[src/tmr_pkg.sv]
`default_nettype none
package tmr_pkg;

   // ==========================================================
   // Register addresses on the 8-bit I/O bus
   // ==========================================================
   localparam int unsigned ADDR_W = 6;

   localparam logic [ADDR_W-1:0] ADDR_CTRL_A  = 6'h00;
   localparam logic [ADDR_W-1:0] ADDR_CTRL_B  = 6'h01;
   localparam logic [ADDR_W-1:0] ADDR_CNT_LO  = 6'h02;
   localparam logic [ADDR_W-1:0] ADDR_CNT_HI  = 6'h03;
   localparam logic [ADDR_W-1:0] ADDR_CMPA_LO = 6'h04;
   localparam logic [ADDR_W-1:0] ADDR_CMPA_HI = 6'h05;
   localparam logic [ADDR_W-1:0] ADDR_CMPB_LO = 6'h06;
   localparam logic [ADDR_W-1:0] ADDR_CMPB_HI = 6'h07;
   localparam logic [ADDR_W-1:0] ADDR_CAP_LO  = 6'h08;
   localparam logic [ADDR_W-1:0] ADDR_CAP_HI  = 6'h09;
   localparam logic [ADDR_W-1:0] ADDR_FLAG    = 6'h0A;
   localparam logic [ADDR_W-1:0] ADDR_MASK    = 6'h0B;
   localparam logic [ADDR_W-1:0] ADDR_SFIO    = 6'h0C;

   // ==========================================================
   // Field positions
   // ==========================================================
   localparam int unsigned BIT_PSR_STROBE = 0;
   localparam int unsigned BIT_CAP_FLAG   = 5;
   localparam int unsigned BIT_CMPA_FLAG  = 4;
   localparam int unsigned BIT_CMPB_FLAG  = 3;
   localparam int unsigned BIT_OVF_FLAG   = 2;
   localparam int unsigned CS_LSB         = 0;
   localparam int unsigned WGM_HI_LSB     = 3;
   localparam int unsigned WGM_LO_LSB     = 0;

   // ==========================================================
   // Reset values and fixed limits
   // ==========================================================
   localparam logic [7:0]  RST_BYTE   = 8'h00;
   localparam logic [15:0] RST_WORD   = 16'h0000;
   localparam logic [15:0] CNT_BOTTOM = 16'h0000;
   localparam logic [15:0] CNT_MAX    = 16'hFFFF;
   localparam logic [15:0] TOP_8BIT   = 16'h00FF;
   localparam logic [15:0] TOP_9BIT   = 16'h01FF;
   localparam logic [15:0] TOP_10BIT  = 16'h03FF;
   localparam logic [9:0]  PRE_RST    = 10'h000;

   // ==========================================================
   // Clock select codes
   // ==========================================================
   localparam logic [2:0] CS_STOP     = 3'h0;
   localparam logic [2:0] CS_DIV1     = 3'h1;
   localparam logic [2:0] CS_DIV8     = 3'h2;
   localparam logic [2:0] CS_DIV64    = 3'h3;
   localparam logic [2:0] CS_DIV256   = 3'h4;
   localparam logic [2:0] CS_DIV1024  = 3'h5;
   localparam logic [2:0] CS_EXT_FALL = 3'h6;
   localparam logic [2:0] CS_EXT_RISE = 3'h7;

   typedef enum logic {DIR_UP, DIR_DOWN} tmr_dir_e;

   typedef struct packed {
      logic              wr;
      logic              rd;
      logic [ADDR_W-1:0] addr;
      logic [7:0]        wdata;
   } tmr_io_req_s;

endpackage : tmr_pkg

`default_nettype wire

[src/tmr_timer16.sv]
// Overview of operation
// - Strobe write one resets shared prescaler.
// - Hardware clears strobe after the reset.
// - Writing zero to strobe does nothing.
// - Strobe bit always reads as zero.
// - No clock source selected: counter holds.
// - Compare match sets its channel flag.
// - Counter at zero means BOTTOM.
// - Counter at all ones means MAX.
// - TOP from fixed, compare A or capture.
// - Compare A TOP in PWM modes double buffered, no PWM.
// - One shared high-byte holding register.
// - Low write loads held high plus low.
// - Counter or capture low read copies high byte to holder.
// - Compare reads bypass the holding register.
// - Control registers are plain byte registers.
// - Each request flagged and individually masked.
// - CPU counter write beats clear and count.
`timescale 1ns/10ps
`default_nettype none

module tmr_timer16 (
   input  wire logic               i_mclk,
   input  wire logic               i_sys_rst,
   input  wire tmr_pkg::tmr_io_req_s i_io,
   input  wire logic               i_external_count_pin,
   input  wire logic               i_capture_event,
   output logic [7:0]              o_io_rdata,
   output logic [3:0]              o_irq_req,
   output logic [9:0]              o_prescaler_count,
   output logic                    o_at_bottom,
   output logic                    o_at_max,
   output logic                    o_compare_a_pwm_allowed
);
   import tmr_pkg::*;

   // ==========================================================
   // Registers
   // ==========================================================
   logic [7:0]  ctrl_a_reg;
   logic [7:0]  ctrl_b_reg;
   logic [15:0] cnt_reg;
   logic [15:0] cnt_next;
   logic [15:0] cmpa_buf_reg;
   logic [15:0] cmpa_reg;
   logic [15:0] cmpb_buf_reg;
   logic [15:0] cmpb_reg;
   logic [15:0] cap_reg;
   logic [7:0]  hold_reg;
   logic [3:0]  flag_reg;
   logic [3:0]  flag_next;
   logic [3:0]  mask_reg;
   logic [6:0]  sfio_keep_reg;
   logic        strobe_reg;
   logic [9:0]  pre_reg;
   logic        ext_now_reg;
   logic        ext_prev_reg;
   tmr_dir_e    dir_reg;
   tmr_dir_e    dir_next;

   // ==========================================================
   // Bus decode
   // ==========================================================
   wire wr_ctrl_a  = i_io.wr && (i_io.addr == ADDR_CTRL_A);
   wire wr_ctrl_b  = i_io.wr && (i_io.addr == ADDR_CTRL_B);
   wire wr_cnt_lo  = i_io.wr && (i_io.addr == ADDR_CNT_LO);
   wire wr_cmpa_lo = i_io.wr && (i_io.addr == ADDR_CMPA_LO);
   wire wr_cmpb_lo = i_io.wr && (i_io.addr == ADDR_CMPB_LO);
   wire wr_cap_lo  = i_io.wr && (i_io.addr == ADDR_CAP_LO);
   wire wr_flag    = i_io.wr && (i_io.addr == ADDR_FLAG);
   wire wr_mask    = i_io.wr && (i_io.addr == ADDR_MASK);
   wire wr_sfio    = i_io.wr && (i_io.addr == ADDR_SFIO);
   // All four high-byte locations land in the one holding register.
   wire wr_any_hi  = i_io.wr && ((i_io.addr == ADDR_CNT_HI)  ||
                                 (i_io.addr == ADDR_CMPA_HI) ||
                                 (i_io.addr == ADDR_CMPB_HI) ||
                                 (i_io.addr == ADDR_CAP_HI));
   wire rd_cnt_lo  = i_io.rd && (i_io.addr == ADDR_CNT_LO);
   wire rd_cap_lo  = i_io.rd && (i_io.addr == ADDR_CAP_LO);
   wire [15:0] wr_word = {hold_reg, i_io.wdata};

   // ==========================================================
   // Mode decode and TOP selection
   // ==========================================================
   wire [3:0] wgm = {ctrl_b_reg[WGM_HI_LSB +: 2], ctrl_a_reg[WGM_LO_LSB +: 2]};
   wire [2:0] cs  = ctrl_b_reg[CS_LSB +: 3];

   wire dual_slope = (wgm == 4'h1) || (wgm == 4'h2) || (wgm == 4'h3) ||
                     (wgm == 4'h8) || (wgm == 4'h9) || (wgm == 4'hA) ||
                     (wgm == 4'hB);
   wire non_pwm    = (wgm == 4'h0) || (wgm == 4'h4) || (wgm == 4'hC) ||
                     (wgm == 4'hD);
   wire top_is_a   = (wgm == 4'h4) || (wgm == 4'h9) || (wgm == 4'hB) ||
                     (wgm == 4'hF);
   wire top_is_cap = (wgm == 4'h8) || (wgm == 4'hA) || (wgm == 4'hC) ||
                     (wgm == 4'hE);
   // The capture register only takes CPU writes while it is acting as TOP.
   wire cap_writable = wr_cap_lo && top_is_cap;
   // Phase and frequency correct modes reload buffers at BOTTOM.
   wire load_at_bottom = (wgm == 4'h8) || (wgm == 4'h9);

   logic [15:0] top_val;
   always_comb begin
      unique case (wgm)
         4'h1, 4'h5: top_val = TOP_8BIT;
         4'h2, 4'h6: top_val = TOP_9BIT;
         4'h3, 4'h7: top_val = TOP_10BIT;
         4'h4, 4'h9, 4'hB, 4'hF: top_val = cmpa_reg;
         4'h8, 4'hA, 4'hC, 4'hE: top_val = cap_reg;
         4'h0, 4'hD: top_val = CNT_MAX;
      endcase
   end

   wire at_bottom = (cnt_reg == CNT_BOTTOM);
   wire at_max    = (cnt_reg == CNT_MAX);
   wire at_top    = (cnt_reg == top_val);

   // ==========================================================
   // Timer tick from the shared prescaler or the count pin
   // ==========================================================
   wire ext_rise = ext_now_reg && !ext_prev_reg;
   wire ext_fall = !ext_now_reg && ext_prev_reg;

   logic tick;
   always_comb begin
      unique case (cs)
         CS_STOP:     tick = 1'b0;
         CS_DIV1:     tick = 1'b1;
         CS_DIV8:     tick = &pre_reg[2:0];
         CS_DIV64:    tick = &pre_reg[5:0];
         CS_DIV256:   tick = &pre_reg[7:0];
         CS_DIV1024:  tick = &pre_reg[9:0];
         CS_EXT_FALL: tick = ext_fall;
         CS_EXT_RISE: tick = ext_rise;
      endcase
   end

   // ==========================================================
   // Counter sequence
   // ==========================================================
   logic ovf_event;
   always_comb begin
      cnt_next  = cnt_reg;
      dir_next  = dir_reg;
      ovf_event = 1'b0;
      if (wr_cnt_lo) begin
         cnt_next = wr_word;
      end else if (tick && dual_slope) begin
         ovf_event = at_bottom && (dir_reg == DIR_DOWN);
         if (top_val == CNT_BOTTOM) begin
            cnt_next = CNT_BOTTOM;
         end else if (dir_reg == DIR_UP) begin
            if (cnt_reg >= top_val) begin
               dir_next = DIR_DOWN;
               cnt_next = cnt_reg - 16'h0001;
            end else begin
               cnt_next = cnt_reg + 16'h0001;
            end
         end else begin
            if (at_bottom) begin
               dir_next = DIR_UP;
               cnt_next = cnt_reg + 16'h0001;
            end else begin
               cnt_next = cnt_reg - 16'h0001;
            end
         end
      end else if (tick) begin
         ovf_event = at_top;
         cnt_next  = at_top ? CNT_BOTTOM : cnt_reg + 16'h0001;
      end
   end

   // ==========================================================
   // Compare matches and flags
   // ==========================================================
   wire match_a = tick && (cnt_reg == cmpa_reg);
   wire match_b = tick && (cnt_reg == cmpb_reg);
   wire buf_load = !non_pwm && tick && (load_at_bottom ? at_bottom : at_top);

   wire [3:0] flag_set = {i_capture_event, match_a, match_b, ovf_event};
   wire [3:0] flag_clr = wr_flag ? i_io.wdata[BIT_CAP_FLAG:BIT_OVF_FLAG] : 4'h0;

   // A set in the same cycle as a software clear wins.
   always_comb begin
      flag_next = (flag_reg & ~flag_clr) | flag_set;
   end

   // ==========================================================
   // Read data
   // ==========================================================
   logic [7:0] rd_data;
   always_comb begin
      unique case (i_io.addr)
         ADDR_CTRL_A:  rd_data = ctrl_a_reg;
         ADDR_CTRL_B:  rd_data = ctrl_b_reg;
         ADDR_CNT_LO:  rd_data = cnt_reg[7:0];
         ADDR_CNT_HI:  rd_data = hold_reg;
         ADDR_CMPA_LO: rd_data = cmpa_buf_reg[7:0];
         ADDR_CMPA_HI: rd_data = cmpa_buf_reg[15:8];
         ADDR_CMPB_LO: rd_data = cmpb_buf_reg[7:0];
         ADDR_CMPB_HI: rd_data = cmpb_buf_reg[15:8];
         ADDR_CAP_LO:  rd_data = cap_reg[7:0];
         ADDR_CAP_HI:  rd_data = hold_reg;
         ADDR_FLAG:    rd_data = {2'b00, flag_reg, 2'b00};
         ADDR_MASK:    rd_data = {2'b00, mask_reg, 2'b00};
         ADDR_SFIO:    rd_data = {sfio_keep_reg, 1'b0};
         default:      rd_data = RST_BYTE;
      endcase
   end

   // ==========================================================
   // Prescaler and strobe
   // ==========================================================
   // The strobe is taken at the write edge and acts one edge later; the
   // strobe bit is tied to zero on reads, whatever the strobe holds.
   always_ff @(posedge i_mclk) begin
      if (i_sys_rst) begin
         strobe_reg    <= 1'b0;
         sfio_keep_reg <= 7'h00;
         pre_reg       <= PRE_RST;
      end else begin
         if (wr_sfio) begin
            sfio_keep_reg <= i_io.wdata[7:1];
         end
         if (strobe_reg) begin
            strobe_reg <= 1'b0;
            pre_reg    <= PRE_RST;
         end else begin
            strobe_reg <= wr_sfio && i_io.wdata[BIT_PSR_STROBE];
            pre_reg    <= pre_reg + 10'h001;
         end
      end
   end

   // ==========================================================
   // Control, counter and flag registers
   // ==========================================================
   always_ff @(posedge i_mclk) begin
      if (i_sys_rst) begin
         ctrl_a_reg   <= RST_BYTE;
         ctrl_b_reg   <= RST_BYTE;
         mask_reg     <= 4'h0;
         flag_reg     <= 4'h0;
         cnt_reg      <= RST_WORD;
         dir_reg      <= DIR_UP;
         ext_now_reg  <= 1'b0;
         ext_prev_reg <= 1'b0;
      end else begin
         if (wr_ctrl_a) begin
            ctrl_a_reg <= i_io.wdata;
         end
         if (wr_ctrl_b) begin
            ctrl_b_reg <= i_io.wdata;
         end
         if (wr_mask) begin
            mask_reg <= i_io.wdata[BIT_CAP_FLAG:BIT_OVF_FLAG];
         end
         flag_reg     <= flag_next;
         cnt_reg      <= cnt_next;
         dir_reg      <= dir_next;
         ext_now_reg  <= i_external_count_pin;
         ext_prev_reg <= ext_now_reg;
      end
   end

   // ==========================================================
   // Compare, capture and holding registers
   // ==========================================================
   // Outside PWM modes the active compare value follows the buffer at once.
   always_ff @(posedge i_mclk) begin
      if (i_sys_rst) begin
         cmpa_buf_reg <= RST_WORD;
         cmpa_reg     <= RST_WORD;
         cmpb_buf_reg <= RST_WORD;
         cmpb_reg     <= RST_WORD;
      end else begin
         if (wr_cmpa_lo) begin
            cmpa_buf_reg <= wr_word;
         end
         if (wr_cmpb_lo) begin
            cmpb_buf_reg <= wr_word;
         end
         if (non_pwm && wr_cmpa_lo) begin
            cmpa_reg <= wr_word;
         end else if (non_pwm || buf_load) begin
            cmpa_reg <= cmpa_buf_reg;
         end
         if (non_pwm && wr_cmpb_lo) begin
            cmpb_reg <= wr_word;
         end else if (non_pwm || buf_load) begin
            cmpb_reg <= cmpb_buf_reg;
         end
      end
   end

   always_ff @(posedge i_mclk) begin
      if (i_sys_rst) begin
         cap_reg  <= RST_WORD;
         hold_reg <= RST_BYTE;
      end else begin
         if (cap_writable) begin
            cap_reg <= wr_word;
         end else if (i_capture_event && !top_is_cap) begin
            cap_reg <= cnt_reg;
         end
         if (wr_any_hi) begin
            hold_reg <= i_io.wdata;
         end else if (rd_cnt_lo) begin
            hold_reg <= cnt_reg[15:8];
         end else if (rd_cap_lo) begin
            hold_reg <= cap_reg[15:8];
         end
      end
   end

   // ==========================================================
   // Outputs
   // ==========================================================
   always_ff @(posedge i_mclk) begin
      if (i_sys_rst) begin
         o_io_rdata              <= RST_BYTE;
         o_irq_req               <= 4'h0;
         o_prescaler_count       <= PRE_RST;
         o_at_bottom             <= 1'b1;
         o_at_max                <= 1'b0;
         o_compare_a_pwm_allowed <= 1'b1;
      end else begin
         o_io_rdata              <= i_io.rd ? rd_data : RST_BYTE;
         o_irq_req               <= flag_next & mask_reg;
         o_prescaler_count       <= strobe_reg ? PRE_RST : pre_reg + 10'h001;
         o_at_bottom             <= (cnt_next == CNT_BOTTOM);
         o_at_max                <= (cnt_next == CNT_MAX);
         o_compare_a_pwm_allowed <= !(top_is_a && !non_pwm);
      end
   end

endmodule : tmr_timer16

`default_nettype wire

[config.mk]
export PLATFORM = sky130hd
export DESIGN_NAME = tmr_timer16
export DESIGN_NICKNAME = d
export VERILOG_FILES = /design/src/tmr_pkg.sv /design/src/tmr_timer16.sv
export SDC_FILE = /design/constraint.sdc
export NUM_CORES = 1
export LEC_CHECK = 0
export BUFFER_PORTS_ARGS = -buffer_cell sky130_fd_sc_hd__buf_2
export CAP_MARGIN = 10
export CORE_UTILIZATION = 35
export DETAILED_ROUTE_END_ITERATION = 8
export MAX_ROUTING_LAYER = met4
export RECOVER_POWER = 50
export SYNTH_ARGS = -nofsm -noshare
export SYNTH_HDL_FRONTEND = slang
export SYNTH_SLANG_ARGS = --single-unit
[constraint.sdc]
create_clock -name i_mclk -period 4.42 [get_ports i_mclk]
set_input_delay 0.221 -clock i_mclk [delete_from_list [all_inputs] [get_ports i_mclk]]
set_output_delay 0.221 -clock i_mclk [all_outputs]
set_load 0.01 [all_outputs]
After elaboration in Yosys (flattened, before gate mapping)
Cells that the tools add are included.
{"block": "totals", "reg_bits": 164, "in_bits": 20, "out_inout_bits": 25, "elab_cells": 174}
{"block": "op_classes", "addsub": 3, "magnitude_cmp": 1, "eq_ne": 38, "muxes": 28, "bitwise": 7, "n_reduce_logical": 75}
{"cell": "two-way mux 16 bit", "count": 14}
{"cell": "case mux 16 bit (6 select lines)", "count": 1}
{"cell": "case mux 8 bit (12 select lines)", "count": 1}
{"cell": "equality test 16 bit", "count": 3}
{"cell": "logical NOT 16 bit", "count": 3}
{"cell": "equality test 4 bit, second input constant", "count": 8}
{"cell": "equality test 6 x 4 -> 1 bit, second input constant", "count": 5}
{"cell": "logical AND 1 bit", "count": 26}
{"cell": "equality test 6 x 3 -> 1 bit, second input constant", "count": 4}
{"cell": "two-way mux 8 bit", "count": 3}
{"cell": "logical OR 1 bit", "count": 20}
{"cell": "adder 16 x 1 -> 16 bit, second input constant", "count": 1}
{"cell": "equality test 16 bit, second input constant", "count": 1}
{"cell": "equality test 4 x 3 -> 1 bit, second input constant", "count": 4}
{"cell": ">= comparator 16 bit", "count": 1}
{"cell": "subtractor 16 x 1 -> 16 bit, second input constant", "count": 1}
{"cell": "OR reduction 2 bit", "count": 7}
{"cell": "equality test 3 bit, second input constant", "count": 4}
{"cell": "equality test 6 x 2 -> 1 bit, second input constant", "count": 2}
{"cell": "adder 10 x 1 -> 10 bit, second input constant", "count": 1}
{"cell": "AND reduction 10 bit", "count": 1}
{"cell": "bitwise AND 4 bit", "count": 2}
{"cell": "equality test 4 x 2 -> 1 bit, second input constant", "count": 2}
{"cell": "case mux 1 bit (8 select lines)", "count": 1}
{"cell": "19 further kinds", "count": 36}

Depth between registers and ports, before layout
{"block": "logic_depth", "depth_word": 12, "ltp_mapped": 19}

Worst setup path after synthesis
OpenSTA, ideal clock, no wires.
{"block": "synth_timing", "path_kind": "register to register", "startpoint": "reg ctrl_b_reg[4]", "endpoint": "reg o_at_max", "t_arrival_ns": 3.590, "t_required_ns": 4.347, "slack_ns": 0.757, "stages_incl_launch_ff": 17, "path_buffers": 2, "period_less_slack_ns": 3.663, "cell_sequence": "dfxtp_1 -> buf_2 -> or4b_4 -> o21a_1 -> o22ai_1 -> ha_1 -> nand4_1 -> nor4_1 -> or2_2 -> clkbuf_1 -> nor3_1 -> nand3b_1 -> a31oi_1 -> a31oi_2 -> nor4_1 -> nand3_1 -> nor3_2"}
{"block": "synth_between", "elab_chain_cells": 11, "word_cells_on_any_way": 41, "cone_classes": "order compare: 1; eq/ne: 17; mux: 8; reduce/logical: 15"}
{"element": "from (decl)", "line": "tmr_timer16.sv:41", "text": "logic [7:0] ctrl_b_reg;"}
{"element": "from (signal assigned)", "line": "tmr_timer16.sv:253", "text": "ctrl_b_reg <= i_io.wdata;"}
{"element": "parallel branches: the longest is 8 deep, another holds >= comparator 16 bit"}
{"element": "two-way mux 16 bit (*)", "line": "tmr_timer16.sv:148", "text": "end else if (tick && dual_slope) begin"}
{"element": "two-way mux 16 bit (*)", "line": "tmr_timer16.sv:146", "text": "if (wr_cnt_lo) begin"}
{"element": "equality test 16 bit (*)", "line": "tmr_timer16.sv:332", "text": "o_at_max <= (cnt_next == CNT_MAX);"}
{"element": "to (signal assigned)", "line": "tmr_timer16.sv:332"}
{"element": "to (decl)", "line": "tmr_timer16.sv:32", "text": "output logic o_at_max,"}
Mark *: on every way between the ends.
A chain may end at the register's enable or synchronous reset.

Final worst setup path
{"block": "layout_timing", "startpoint": "reg ctrl_b_reg[3]", "endpoint": "reg o_at_max"}
The elaborated chain is that of the path after synthesis.

==> results.json <==
{
  "r2r-start": "ctrl_b_reg[3]",
  "drc": 5,
  "start_util_pct": 36.0,
  "path_buf_inv": 0,
  "fin_nets": 1238,
  "tightest_slew_ns": 2.32,
  "fin_util_pct": 40.3,
  "critPathMaxFanout": 14,
  "yosysWarnings": 0,
  "worst_path_largest_cell_delay_ns": 0.58,
  "skew_ns": 0.0137,
  "arrival_ns": 4.45,
  "coreArea_sq_um": 26200,
  "period_share_pct": 92.7,
  "multi_input_area_sq_um": 5680,
  "hold_end": "ext_now_reg",
  "dp.cells": 1513,
  "cts_tree": "built",
  "vias": 9158,
  "fmax_mhz": 244,
  "cts_made_buffers": 17,
  "p_leak_nw": 3.90,
  "synthTopCellsByArea": "dfxtp_1, mux2i_1, nand2_1, a21oi_1, nor2_1",
  "overflow": 0,
  "die_w_microns": 166,
  "rr_endpoint": "o_at_max",
  "ant_nets": 0,
  "wl_per_cell_microns": 22.6,
  "clockBufferDepth": 2,
  "gp_congestion": 0.991,
  "synth-main-ff-cell": "dfxtp_1",
  "cp.depth": 13,
  "critPathTopFamily": "simple AND/OR/NAND/NOR gates",
  "r2r_slack_ns": 0.32,
  "post_cts_buffers": 0,
  "reg2reg_depth": 13,
  "min_period_ns": 4.10,
  "setup_ws_ns": 0.324,
  "worstSkewPairLatency_ns": 0.43,
  "num_rows": 59,
  "hold_slack_ns": 0.00428,
  "syn_inst": 1194,
  "cp-start-kind": "flip-flop",
  "syn_nets": 1235,
  "antenna_found_initial": 0,
  "synth_seq_area_share_pct": 34.8,
  "synth.distinct_cells": 70,
  "nFillCells": 2650,
  "via_per_inst": 5.93,
  "synth-edff-count": 0,
  "drt_iter0_drc": 1108,
  "root_buffer": "clkbuf_16",
  "crit_chain": "or4b_4 -> o21a_1 -> o22ai_1 -> ha_1 -> nand4_1 -> nor4_4 -> nor2_2 -> nand2_1 -> o311ai_0 -> a21o_1 -> o21ai_1 -> or3_1 -> nor3_2",
  "maxSlewViolCount": 80,
  "pre_cts_ws_ns": 0.109,
  "final_hold_viol_count": 0,
  "slowest_stage": "o311ai_0",
  "die_area_sq_um": 27600,
  "syn_to_final_growth_pct": 11.9,
  "first_pass_iters": 8,
  "failed_checks": "DRC, capacitance limit, slew limit",
  "grt_use_total_pct": 26.3,
  "layout-drive-gt1-share_pct": 9.92,
  "worstHoldPathType": "input port to flip-flop",
  "power-per-cell-area_nw_per_um2": 315,
  "outcome": "complete, but fails checks",
  "worstHoldStart": "i_external_count_pin",
  "yosysTopAreaCell": "dfxtp_1",
  "grt_pass1_wl_microns": 53300,
  "worstPathRequired_ns": 4.78,
  "slew_headroom_pct": -54.9,
  "endpoint_kind": "flip-flop",
  "dp_hpwl_microns": 25000,
  "final_cell_count_no_fill": 1545,
  "peakVddDrop_uv": 233,
  "setup_tns_ns": 0,
  "synth_top_area_share_pct": 34.8,
  "wirelength_microns": 35000,
  "grt_max_degree": 78,
  "die-height_microns": 166,
  "io_pins": 45,
  "critical_path_class": "flip-flop to flip-flop",
  "cts.sinks": 164,
  "async_reset_ff_share_pct": 0,
  "synth_area_sq_um": 9430,
  "antenna_cells": 0,
  "grt_pass1_vias": 8634,
  "syn_area_per_cell_sq_um": 7.90,
  "max-cap-violations": 2,
  "synth.ff_latch_count": 164,
  "place.port_buffers": 44,
  "hold_path_depth": 2,
  "setup_viol": 0,
  "cts_max_level": 4,
  "clk_pin_slew_ns": 0.07,
  "rsz0062_at_grt": "false",
  "seqCellArea_sq_um": 3290
}
-- where the power goes --
part,internal [mW],leakage [nW],switching [mW]
registers,1.49,1.32,0.0216
clock network,0.808,0.283,0.717
logic,0.0873,2.29,0.194
-- cells by family after synthesis --
kind of cell	synth area share (%)
compound gates	20.6
xor+xnor	4.92
fa+ha+maj	2.79
buf+inv	5.41
flops	34.8
mux	8.59
simple gates	22.9
-- what timing repair did --
action | 4_1_cts | 5_1_grt
setup endpoints to repair | 0 | 2
gates resized for setup | 0 | 8
hold buffers | 0 | 0
-- cells in the final DEF (no fill, tap or decap), drive strengths merged, types with 36 or more instances in the layout --
cell type,synthesis,final
a22oi,36,36
buf,25,56
nand2,157,157
nor2,124,124
dfxtp,164,164
mux2i,64,64
xnor2,41,41
a211oi,36,36
nand3,49,49
a21oi,108,108
clkbuf,80,51
-- metal layers --
layer / vias up / global-route usage (%) / part of all wire (%)
met5: - / - / 0
met1: 4294 / 34.6 / 43
met4: 0 / 12.6 / 4.6
met2: 451 / 38.3 / 43
li1: 4311 / - / -
met3: 102 / 5.24 / 8.9
-- layout make-up --
type                    count  share of cell area (%)
well taps                 335                    3.97
repair buffers             89                    4.78
flip-flops and latches    164                    31.1
clock buffers              18                    4.07
inverters                  17                   0.605
clock inverters            14                    1.60
multi-input cells         908                    53.8
-- Yosys cell counts (all sizes together) (12+ instances only) --
library cell,count
a211oi,36
nand3,49
a31oi,22
nor4,14
o22ai,14
o21ai,34
clkbuf,80
ha,21
nand2,157
xnor2,41
inv,17
nor2b,14
a21oi,108
nor2,124
nor3,16
and2,15
a22oi,36
buf,25
dfxtp,164
nand4,18
a221oi,17
mux2i,64
xor2,12
-- how the worst max path moves through the flow --
stage                       start  slack, ns     endpoint
finish              ctrl_b_reg[3]       0.32     o_at_max
global placement    ctrl_a_reg[1]       0.22     o_at_max
detailed placement  ctrl_b_reg[4]       0.11  o_at_bottom
global route        ctrl_b_reg[3]       0.05     o_at_max
floorplan           ctrl_b_reg[4]       0.76     o_at_max
CTS                 ctrl_b_reg[4]        0.1  o_at_bottom
-- metrics by stage --
stage / area (sq um) / power, mW
6_report: 10600 / 3.32
5_1_grt: 10600 / 3.43
4_1_cts: 10600 / 3.34
3_5_place_dp: 9990 / 1.83
3_3_place_gp: 9990 / 1.83
2_1_floorplan: 9430 / 1.72
Note: power is estimated with default switching activity, not from simulation.
